--- src/core/ccr_map.svh ---
`ifndef CCR_MAP_SVH
`define CCR_MAP_SVH

// Register offsets of the configuration bank and its neighbours
`define CCR_OFF_CMD       8'h05
`define CCR_OFF_MASK1     8'h06
`define CCR_OFF_MASK2     8'h07
`define CCR_OFF_CFG1      8'h08
`define CCR_OFF_CFG2      8'h09
`define CCR_OFF_REF_HI    8'h0a
`define CCR_OFF_REF_LO    8'h0b

// Reset values
`define CCR_RST_CFG1      8'h28
`define CCR_RST_CFG2      8'hf3
`define CCR_RST_REF_HI    8'h32
`define CCR_RST_REF_LO    3'h0
`define CCR_RST_MASK      8'h00
`define CCR_RST_CODE      11'h190

// First configuration byte fields
`define CCR_CFG1_PGDLY_HI 7
`define CCR_CFG1_PGDLY_LO 6
`define CCR_CFG1_MASKALL  5
`define CCR_CFG1_BIDLY_HI 4
`define CCR_CFG1_BIDLY_LO 3
`define CCR_CFG1_WMASK    8'hf8

// Second configuration byte fields
`define CCR_CFG2_SERVO_HI 7
`define CCR_CFG2_SERVO_LO 6
`define CCR_CFG2_DIS_SRV  5
`define CCR_CFG2_DIS_OFF  4
`define CCR_CFG2_NO_UVP   3
`define CCR_CFG2_LATCH    2
`define CCR_CFG2_AUX5     1
`define CCR_CFG2_AUXLR    0

// Command byte field
`define CCR_CMD_LOAD      1

// Reference code limits
`define CCR_CODE_MAX      11'h780

// Delay times in microseconds and clock rate
`define CCR_CLK_MHZ       125
`define CCR_PG_DLY1_US    250
`define CCR_PG_DLY2_US    1000
`define CCR_PG_DLY3_US    4000
`define CCR_BI_DLY0_US    1000
`define CCR_BI_DLY1_US    1250
`define CCR_BI_DLY2_US    1500
`define CCR_BI_DLY3_US    3000

// Defaults for block timing of the analog side
`define CCR_SERVO_BASE    100
`define CCR_HICCUP_OFF    4096

`endif

--- src/core/ccr_pkg.sv ---
package ccr_pkg;

  // Delay counter width, wide enough for the 4 ms setting
  localparam int unsigned CCR_DLY_W = 19;

  typedef logic [CCR_DLY_W-1:0] ccr_delay_type;
  typedef logic [10:0]          ccr_code_type;

  // Fault response states, one-hot
  typedef enum logic [2:0] {
    CCR_RUN     = 3'b001,
    CCR_HICCUP  = 3'b010,
    CCR_LATCHED = 3'b100
  } ccr_fault_state_type;

endpackage

--- src/core/ccr_delay_timer.sv ---
`timescale 1ns/100ps
`default_nettype none

module ccr_delay_timer
  import ccr_pkg::*;
(
  input  wire logic          clock,     // System clock
  input  wire logic          resetn,    // Synchronous reset, active low
  input  wire logic          cond,      // Internal good condition
  input  wire ccr_delay_type delay_cyc, // Selected delay in cycles
  output var  logic          ind_r      // Delayed indicator
);

  ccr_delay_type cnt_r;
  logic          done;

  // Restarts on every drop so a glitch never shortens the delay
  assign done = (cnt_r >= delay_cyc);

  // Count up while the condition holds, drive after full delay
  always_ff @(posedge clock) begin
    if (!resetn || !cond) begin
      cnt_r <= '0;
      ind_r <= 1'b0;
    end else if (done) begin
      ind_r <= 1'b1;
    end else begin
      cnt_r <= cnt_r + ccr_delay_type'(1);
    end
  end

endmodule

`default_nettype wire

--- src/core/ccr_regs.sv ---
// Operation
// PG delay field selects 0/0.25/1/4 ms
// Bias delay field selects 1/1.25/1.5/3 ms
// Mask-all bit forces every mask bit
// Servo field scales step period 1/2/4/8
// Bit 5 enables discharge during downward servo
// Bit 4 enables discharge while converter disabled
// Bit 3 disables undervoltage protection
// Bit 2 selects hiccup or latch-off response
// Same bit governs sync-error response
// Bit 1 enables auxiliary 5 V converter
// Bit 0 enables auxiliary linear regulator
// Code is 11 bits, high byte here
// Code maps linearly, output eight times reference
// Codes from 0x780 saturate at maximum
// Reference code resets to 0x190
// New code applies on load; load reads zero
// Mask bit suppresses its event's interrupt
// Indicator delay counted after good condition
// Unused first-byte bits read zero
`timescale 1ns/100ps
`include "ccr_map.svh"
`default_nettype none

module ccr_regs
  import ccr_pkg::*;
#(
  parameter int unsigned PG_DLY1_CYC    = `CCR_PG_DLY1_US * `CCR_CLK_MHZ,
  parameter int unsigned PG_DLY2_CYC    = `CCR_PG_DLY2_US * `CCR_CLK_MHZ,
  parameter int unsigned PG_DLY3_CYC    = `CCR_PG_DLY3_US * `CCR_CLK_MHZ,
  parameter int unsigned BI_DLY0_CYC    = `CCR_BI_DLY0_US * `CCR_CLK_MHZ,
  parameter int unsigned BI_DLY1_CYC    = `CCR_BI_DLY1_US * `CCR_CLK_MHZ,
  parameter int unsigned BI_DLY2_CYC    = `CCR_BI_DLY2_US * `CCR_CLK_MHZ,
  parameter int unsigned BI_DLY3_CYC    = `CCR_BI_DLY3_US * `CCR_CLK_MHZ,
  parameter int unsigned SERVO_BASE_CYC = `CCR_SERVO_BASE,
  parameter int unsigned HICCUP_OFF_CYC = `CCR_HICCUP_OFF
) (
  input  wire logic         clock,          // System clock, 125 MHz
  input  wire logic         resetn,         // Synchronous reset, active low
  input  wire logic [7:0]   reg_addr,       // Register offset
  input  wire logic [7:0]   reg_wdata,      // Write data
  input  wire logic         reg_wr,         // Write strobe, one cycle
  input  wire logic         reg_rd,         // Read strobe, one cycle
  output var  logic [7:0]   reg_rdata_r,    // Read data, one cycle later
  input  wire logic         pg_cond,        // Converter in regulation
  input  wire logic         bias_cond,      // Bias rail in regulation
  input  wire logic [7:0]   event_one,      // Event flags, first byte
  input  wire logic [7:0]   event_two,      // Event flags, second byte
  input  wire logic         main_enable,    // Main converter enabled
  input  wire logic         servo_down,     // Servo stepping downward
  input  wire logic         uvp_low,        // Output below UV threshold
  input  wire logic         sync_error,     // Sync input out of range
  input  wire logic         aux5_manual,    // Manual start of 5 V rail
  input  wire logic         auxlr_manual,   // Manual start of regulator
  output var  logic         power_good_indicator_r, // Delayed good
  output var  logic         bias_good_indicator_r,  // Delayed bias good
  output var  logic         irq_r,          // Unmasked event present
  output var  logic         servo_step_r,   // Servo step pulse
  output var  logic         discharge_r,    // Discharge resistor on
  output var  logic         converter_off_r,// Fault holds converter off
  output var  logic         restart_r,      // Hiccup restart pulse
  output var  logic         aux5_enable_r,  // Auxiliary 5 V enable
  output var  logic         auxlr_enable_r, // Aux regulator enable
  output var  logic [10:0]  voltage_reference_code_r // Applied code
);

  // Register storage
  logic [7:0]          cfg1_r;
  logic [7:0]          cfg2_r;
  logic [7:0]          ref_hi_r;
  logic [2:0]          ref_lo_r;
  logic [7:0]          mask1_r;
  logic [7:0]          mask2_r;
  ccr_code_type        active_code_r;
  ccr_fault_state_type fault_state_r;
  ccr_fault_state_type fault_state_nxt;
  logic [19:0]         hiccup_cnt_r;
  logic [15:0]         servo_cnt_r;

  // Write decode
  logic wr_cfg1;
  logic wr_cfg2;
  logic wr_ref_hi;
  logic wr_ref_lo;
  logic wr_mask1;
  logic wr_mask2;
  logic load_cmd;

  assign wr_cfg1   = reg_wr && (reg_addr == `CCR_OFF_CFG1);
  assign wr_cfg2   = reg_wr && (reg_addr == `CCR_OFF_CFG2);
  assign wr_ref_hi = reg_wr && (reg_addr == `CCR_OFF_REF_HI);
  assign wr_ref_lo = reg_wr && (reg_addr == `CCR_OFF_REF_LO);
  assign wr_mask1  = reg_wr && (reg_addr == `CCR_OFF_MASK1);
  assign wr_mask2  = reg_wr && (reg_addr == `CCR_OFF_MASK2);
  assign load_cmd  = reg_wr && (reg_addr == `CCR_OFF_CMD)
                     && reg_wdata[`CCR_CMD_LOAD];

  // Field extraction
  logic [1:0] pg_sel;
  logic [1:0] bi_sel;
  logic [1:0] servo_sel;
  logic       mask_all;
  logic       dis_servo;
  logic       dis_off;
  logic       no_uvp;
  logic       latch_mode;

  assign pg_sel     = cfg1_r[`CCR_CFG1_PGDLY_HI:`CCR_CFG1_PGDLY_LO];
  assign bi_sel     = cfg1_r[`CCR_CFG1_BIDLY_HI:`CCR_CFG1_BIDLY_LO];
  assign mask_all   = cfg1_r[`CCR_CFG1_MASKALL];
  assign servo_sel  = cfg2_r[`CCR_CFG2_SERVO_HI:`CCR_CFG2_SERVO_LO];
  assign dis_servo  = cfg2_r[`CCR_CFG2_DIS_SRV];
  assign dis_off    = cfg2_r[`CCR_CFG2_DIS_OFF];
  assign no_uvp     = cfg2_r[`CCR_CFG2_NO_UVP];
  assign latch_mode = cfg2_r[`CCR_CFG2_LATCH];

  // Configuration and mask registers
  always_ff @(posedge clock) begin
    if (!resetn) begin
      cfg1_r  <= `CCR_RST_CFG1;
      cfg2_r  <= `CCR_RST_CFG2;
      mask1_r <= `CCR_RST_MASK;
      mask2_r <= `CCR_RST_MASK;
    end else begin
      if (wr_cfg1)
        cfg1_r <= reg_wdata & `CCR_CFG1_WMASK;
      if (wr_cfg2)
        cfg2_r <= reg_wdata;
      if (wr_mask1)
        mask1_r <= reg_wdata;
      if (wr_mask2)
        mask2_r <= reg_wdata;
    end
  end

  // Staged reference code; the converter sees it only on load
  always_ff @(posedge clock) begin
    if (!resetn) begin
      ref_hi_r      <= `CCR_RST_REF_HI;
      ref_lo_r      <= `CCR_RST_REF_LO;
      active_code_r <= `CCR_RST_CODE;
    end else begin
      if (wr_ref_hi)
        ref_hi_r <= reg_wdata;
      if (wr_ref_lo)
        ref_lo_r <= reg_wdata[2:0];
      if (load_cmd)
        active_code_r <= {ref_hi_r, ref_lo_r};
    end
  end

  // Clamp above the top characterised code; linear below it
  ccr_code_type code_clamped;

  assign code_clamped = (active_code_r >= `CCR_CODE_MAX) ?
                        `CCR_CODE_MAX : active_code_r;

  always_ff @(posedge clock) begin
    if (!resetn)
      voltage_reference_code_r <= `CCR_RST_CODE;
    else
      voltage_reference_code_r <= code_clamped;
  end

  // Read mux; load bit and unmapped offsets return zero
  logic [7:0] rd_mux;

  assign rd_mux =
    (reg_addr == `CCR_OFF_CFG1)   ? cfg1_r :
    (reg_addr == `CCR_OFF_CFG2)   ? cfg2_r :
    (reg_addr == `CCR_OFF_REF_HI) ? ref_hi_r :
    (reg_addr == `CCR_OFF_REF_LO) ? {5'h00, ref_lo_r} :
    (reg_addr == `CCR_OFF_MASK1)  ? mask1_r :
    (reg_addr == `CCR_OFF_MASK2)  ? mask2_r :
    8'h00;

  always_ff @(posedge clock) begin
    if (!resetn)
      reg_rdata_r <= 8'h00;
    else if (reg_rd)
      reg_rdata_r <= rd_mux;
  end

  // Delay selection tables
  ccr_delay_type pg_dly;
  ccr_delay_type bi_dly;

  assign pg_dly =
    (pg_sel == 2'h0) ? '0 :
    (pg_sel == 2'h1) ? CCR_DLY_W'(PG_DLY1_CYC) :
    (pg_sel == 2'h2) ? CCR_DLY_W'(PG_DLY2_CYC) :
    CCR_DLY_W'(PG_DLY3_CYC);

  assign bi_dly =
    (bi_sel == 2'h0) ? CCR_DLY_W'(BI_DLY0_CYC) :
    (bi_sel == 2'h1) ? CCR_DLY_W'(BI_DLY1_CYC) :
    (bi_sel == 2'h2) ? CCR_DLY_W'(BI_DLY2_CYC) :
    CCR_DLY_W'(BI_DLY3_CYC);

  // Indicator delay timers
  ccr_delay_timer u_pg_timer (
    .clock     (clock),
    .resetn    (resetn),
    .cond      (pg_cond),
    .delay_cyc (pg_dly),
    .ind_r     (power_good_indicator_r)
  );

  ccr_delay_timer u_bias_timer (
    .clock     (clock),
    .resetn    (resetn),
    .cond      (bias_cond),
    .delay_cyc (bi_dly),
    .ind_r     (bias_good_indicator_r)
  );

  // Effective masks and interrupt request
  logic [7:0] eff_mask1;
  logic [7:0] eff_mask2;
  logic       irq_any;

  assign eff_mask1 = mask1_r | {8{mask_all}};
  assign eff_mask2 = mask2_r | {8{mask_all}};
  assign irq_any   = |(event_one & ~eff_mask1)
                   | |(event_two & ~eff_mask2);

  always_ff @(posedge clock) begin
    if (!resetn)
      irq_r <= 1'b0;
    else
      irq_r <= irq_any;
  end

  // Servo step period: base width shifted by the selected scale
  logic [15:0] servo_period;
  logic        servo_wrap;

  assign servo_period = 16'(SERVO_BASE_CYC) << servo_sel;
  assign servo_wrap   = (servo_cnt_r >= servo_period - 16'h0001);

  always_ff @(posedge clock) begin
    if (!resetn) begin
      servo_cnt_r  <= 16'h0000;
      servo_step_r <= 1'b0;
    end else begin
      servo_cnt_r  <= servo_wrap ? 16'h0000 : servo_cnt_r + 16'h0001;
      servo_step_r <= servo_wrap;
    end
  end

  // Fault response: undervoltage and sync errors share one policy
  logic fault_evt;
  logic hiccup_done;

  assign fault_evt   = (uvp_low && !no_uvp) || sync_error;
  assign hiccup_done = (hiccup_cnt_r == 20'h00000);

  always_comb begin
    fault_state_nxt = fault_state_r;
    case (fault_state_r)
      CCR_RUN: begin
        if (fault_evt)
          fault_state_nxt = latch_mode ? CCR_LATCHED : CCR_HICCUP;
      end
      CCR_HICCUP: begin
        if (hiccup_done)
          fault_state_nxt = CCR_RUN;
      end
      CCR_LATCHED: begin
        fault_state_nxt = CCR_LATCHED;
      end
      default: begin
        fault_state_nxt = CCR_RUN;
      end
    endcase
  end

  // Hiccup off-time counter loaded on entry
  always_ff @(posedge clock) begin
    if (!resetn)
      hiccup_cnt_r <= 20'h00000;
    else if (fault_state_r == CCR_RUN)
      hiccup_cnt_r <= 20'(HICCUP_OFF_CYC);
    else if (!hiccup_done)
      hiccup_cnt_r <= hiccup_cnt_r - 20'h00001;
  end

  always_ff @(posedge clock) begin
    if (!resetn) begin
      fault_state_r   <= CCR_RUN;
      converter_off_r <= 1'b0;
      restart_r       <= 1'b0;
    end else begin
      fault_state_r   <= fault_state_nxt;
      converter_off_r <= (fault_state_nxt != CCR_RUN);
      restart_r       <= (fault_state_r == CCR_HICCUP)
                         && (fault_state_nxt == CCR_RUN);
    end
  end

  // Discharge resistor control; fault shutdown counts as disabled
  logic conv_disabled;
  logic discharge_nxt;

  assign conv_disabled = !main_enable || converter_off_r;
  assign discharge_nxt = (dis_servo && servo_down && !conv_disabled)
                       || (dis_off && conv_disabled);

  // Auxiliary rails start from the config bit or a manual start
  always_ff @(posedge clock) begin
    if (!resetn) begin
      discharge_r    <= 1'b0;
      aux5_enable_r  <= 1'b0;
      auxlr_enable_r <= 1'b0;
    end else begin
      discharge_r    <= discharge_nxt;
      aux5_enable_r  <= cfg2_r[`CCR_CFG2_AUX5] || aux5_manual;
      auxlr_enable_r <= cfg2_r[`CCR_CFG2_AUXLR] || auxlr_manual;
    end
  end

endmodule

`default_nettype wire

--- config.mk ---
export PLATFORM = sky130hd
export DESIGN_NAME = ccr_regs
export DESIGN_NICKNAME = d
export VERILOG_FILES = /design/src/core/ccr_pkg.sv /design/src/core/ccr_delay_timer.sv /design/src/core/ccr_regs.sv
export VERILOG_INCLUDE_DIRS = /design/src /design/src/core
export SDC_FILE = /design/constraint.sdc
export NUM_CORES = 1
export LEC_CHECK = 0
export BUFFER_PORTS_ARGS = -buffer_cell sky130_fd_sc_hd__buf_2
export CAP_MARGIN = 0
export CORE_ASPECT_RATIO = 1.75
export CORE_MARGIN = 2
export CORE_UTILIZATION = 35
export DETAILED_ROUTE_END_ITERATION = 7
export PLACE_DENSITY_LB_ADDON = 0.15
export RECOVER_POWER = 50
export SETUP_SLACK_MARGIN = 0.1
export SYNTH_ARGS = -nofsm -noshare
export SYNTH_HDL_FRONTEND = slang
export SYNTH_SLANG_ARGS = --single-unit
--- constraint.sdc ---
create_clock -name clock -period 5 [get_ports clock]
set_clock_uncertainty 0.05 [all_clocks]
set_input_delay 0.75 -clock clock [delete_from_list [all_inputs] [get_ports clock]]
set_output_delay 0.75 -clock clock [all_outputs]
set_load 0.02 [all_outputs]
==> flow_summary_export.csv <==
group,metric,value,unit
run_status,status,"finished with violations",
run_status,violations,"max-capacitance violations, max-slew violations",
synthesis,synth_ff_type,"dfxtp_1",
timing,rsz0062_at_grt,"no",
grt,grt_max_degree,46,
place,gp_congestion,0.8159,
timing,drv_slew,41,
place,port_buffers,71,
timing,worstMarginPinSlew,1905,ps
drt,vias,6775,
clock_tree,clock_sinks,156,
clock_tree,clk_pin_slew_worst_paths,60,ps
grt,grtUsageTotal,17.39,%
clock_tree,cts_made_buffers,17,
clock_tree,hold_buffers,0,
synthesis,ys_ff_latch,156,
timing,hold_viol_final,0,
cells_and_area,num_antenna_cells,0,
floorplan,die_x,118.0,µm
synthesis,yosysWarningCount,0,
floorplan,die-area,0.02400,mm²
clock_tree,cts_resized,0,
critical_path,cp_common_cell,"clkbuf_1",
synthesis,synth_area,0.007955,mm²
critical_path,rrSetupSlack,1900,ps
critical_path,max_stage_delay,1400,ps
critical_path,r2r_end,"u_pg_timer.cnt_r[9]",
clock_tree,root_buffer,"clkbuf_16",
critical_path,worst-endpoint-arrival,3880,ps
synthesis,async_flop_share,0,%
critical_path,crit_start,"resetn",
synthesis,synth_adder_area_share,9.909,%
floorplan,core_area,0.02256,mm²
cells_and_area,drive_above_1_share,9.307,%
drt,firstDrtPassIters,4,
critical_path,end_kind,"flop",
grt,antenna_found_initial,0,
critical_path,critPathCapture,"irq_r",
drt,drc,0,
place,dp_hpwl,15010,µm
floorplan,placementRows,73,
synthesis,synth_xor_area_share,3.083,%
synthesis,synth_edf_count,0,
clock_tree,post_cts_buffers,0,
grt,grt_pass1_vias,6547,
grt,grt.overflow.total,0,
floorplan,floorplan.io_pins,72,
drt,routed_via_density,5.172,
critical_path,r2r_start,"cfg1_r[6]",
timing,setup_viol,0,
grt,grt_pass1_wl,33130,µm
critical_path,cp_data_required_time,5280,ps
drt,antenna_left,0,
critical_path,worstSetupStartpointType,"input pin",
power,p_leak,3.716,nW
synthesis,ys_types,65,
timing,max_freq,0.2779,GHz
drt,wl_per_cell,15.40,µm
synthesis,synthCells,936,
drt,wl,20180,µm
synthesis,syn_avg_cell_area,8.499,µm²
power,vdd_ir_drop_max,0.3858,mV
flow_run,maxCapViolCount,1,
synthesis,synthMuxAreaShare,4.545,%
clock_tree,clk_latency,440,ps
critical_path,crit_slowest_cell,"clkbuf_1",
synthesis,synthSimpleGateAreaFrac,23.48,%
synthesis,yosysSeqAreaShare,39.26,%
timing,relSlewSlack,-26.98,%
clock_tree,cts.path.max_buffers,2,
timing,timing.final.crit_period,3598,ps
clock_tree,htreeDepth,4,
cells_and_area,nNetsFinal,1105,
critical_path,crit_path_cell_trace,"clkbuf_1 > clkbuf_1 > inv_2 > a311oi_1",
cells_and_area,syn_to_final_growth,15.10,%
critical_path,crit_type,"in2reg",
timing,post-route-period-util,71.97,%
power,powerDensity,387.9,mW/mm²
timing,hold_slack,395.4,ps
floorplan,fp.dieH,203.4,µm
synthesis,synth-compound-area-share,15.07,%
hold_path,hold_path_class,"reg2reg",
critical_path,critPathMaxFanout,45,
synthesis,synth_top_family_by_area,"simple AND/OR/NAND/NOR gates",
critical_path,r2r_cells,10,
drt,drtIter0Drc,235,
floorplan,start_util,35.26,%
clock_tree,cts_tree,"done",
timing,setup_tns,0,ps
cell families after synthesis:
group | count (synthesis)
other | 1
muxes | 36
DFF | 156
buffers and inverters | 93
and+or+nand+nor | 365
xor gates and xnor gates | 28
adders and majority gates | 63
AOI/OAI and AO/OA | 194
worst max-delay path, delay by kind of cell:
family	cells	cell delay, ps
AO/OA/AOI/OAI	1	510
buffers and inverters	3	2570
metrics by stage:
| step | power [W] | utilization (%) | instance area (µm²) | instances | worst slack (ps) |
|---|---|---|---|---|---|
| finish | 0.003551 | 40.59 | 9156 | 1310 | 1402 |
| global route | 0.003758 | 40.59 | 9156 | 1310 | 1089 |
| CTS | 0.003608 | 40.76 | 9196 | 1310 | 1856 |
| detailed placement | 0.002218 | 38.04 | 8582 | 1279 | 1874 |
| global placement | 0.002215 | 38.04 | 8582 | 1279 | 1939 |
| floorplan | 0.002060 | - | 7974 | 941 | 2338 |
Yosys cell counts, types with 8 or more instances:
cell	count	area [µm²]
o21ai_0	51	255.2
nand3_1	45	225.2
or3_1	24	150.1
or4_1	11	82.58
nand4_1	18	112.6
o211ai_1	10	75.07
nor2_1	90	337.8
xor2_1	16	140.1
buf_2	8	40.04
nor3_1	15	75.07
nand2_1	85	319.1
clkbuf_1	28	105.1
and3_1	21	131.4
ha_1	63	788.3
a211oi_1	10	75.07
mux2i_1	35	350.3
inv_1	53	198.9
nand2b_1	9	56.30
dfxtp_1	156	3123
a21oi_1	69	345.3
o22ai_1	10	62.56
xnor2_1	12	105.1
power by group:
part	switching (W)	internal [W]	total (W)
clock network	0.000526	0.000845	0.00137
logic	0.000457	0.000344	0.000801
registers	0.0000677	0.00131	0.00138
flip-flops by register name, summed over array words and instances (netlist names), 3 cells and up:
name and cells:
mask1_r 8, u_pg_timer.cnt_r 19, cfg1_r 5, servo_cnt_r 16
reg_rdata_r 8, ref_lo_r 3, voltage_reference_code_r 11, active_code_r 11
u_bias_timer.cnt_r 19, cfg2_r 8, mask2_r 8, ref_hi_r 8
hiccup_cnt_r 20, fault_state_r 3
final cells by class:
| type | count | area, µm² |
|---|---|---|
| sequential | 156 | 3123 |
| clock inverter | 11 | 167.7 |
| fill | 2362 | 13400 |
| inverter | 55 | 206.4 |
| multi-input combinational | 692 | 4484 |
| tap | 300 | 375.4 |
| clock buffer | 20 | 446.7 |
| timing repair buffer | 76 | 352.8 |
per-layer routing:
metal | part of all wire [%] | up-vias | wire, µm | track usage [%]
li1 | - | 3449 | - | -
met1 | 42 | 3154 | 8440 | 18.97
met2 | 51 | 128 | 10340 | 31.42
met3 | 3.3 | 44 | 668 | 4.167
met4 | 3.6 | 0 | 731 | 8.348
met5 | 0 | - | 0 | 0
worst min-delay path by stage:
stage                     depth (start not counted)             start          endpoint  slack (ps)
final                                             2  u_pg_timer.ind_r  u_pg_timer.ind_r         400
after global routing                              2  u_pg_timer.ind_r  u_pg_timer.ind_r         410
after CTS                                         2  u_pg_timer.ind_r  u_pg_timer.ind_r         400
after detailed placement                          2  u_pg_timer.ind_r  u_pg_timer.ind_r         390
after global placement                            2  u_pg_timer.ind_r  u_pg_timer.ind_r         380
after floorplan                                   1         cfg1_r[5]             irq_r         360
layout by cell type, fill, tap and decap left out, types with 6 or more instances in the layout:
cell / Yosys / routed
o22ai_1: 10 / 10
a211oi_1: 10 / 10
a21oi_1: 69 / 69
o21ai_0: 51 / 51
buf_2: 8 / 42
nand4_1: 18 / 18
clkbuf_16: 0 / 17
mux2i_1: 35 / 35
o31ai_1: 7 / 7
nor2_1: 90 / 90
and3_1: 21 / 21
nand2_1: 85 / 85
and2_1: 7 / 6
inv_1: 53 / 53
ha_1: 63 / 63
nand2b_1: 9 / 9
a21o_1: 6 / 6
or4_1: 11 / 11
xnor2_1: 12 / 12
o211ai_1: 10 / 10
xor2_1: 16 / 16
clkbuf_1: 28 / 32
conb_1: 1 / 6
nor3_1: 15 / 15
dfxtp_1: 156 / 156
or3_1: 24 / 24
nand3_1: 45 / 45
nand3b_1: 7 / 7
Power figures use the tool's default switching activity.
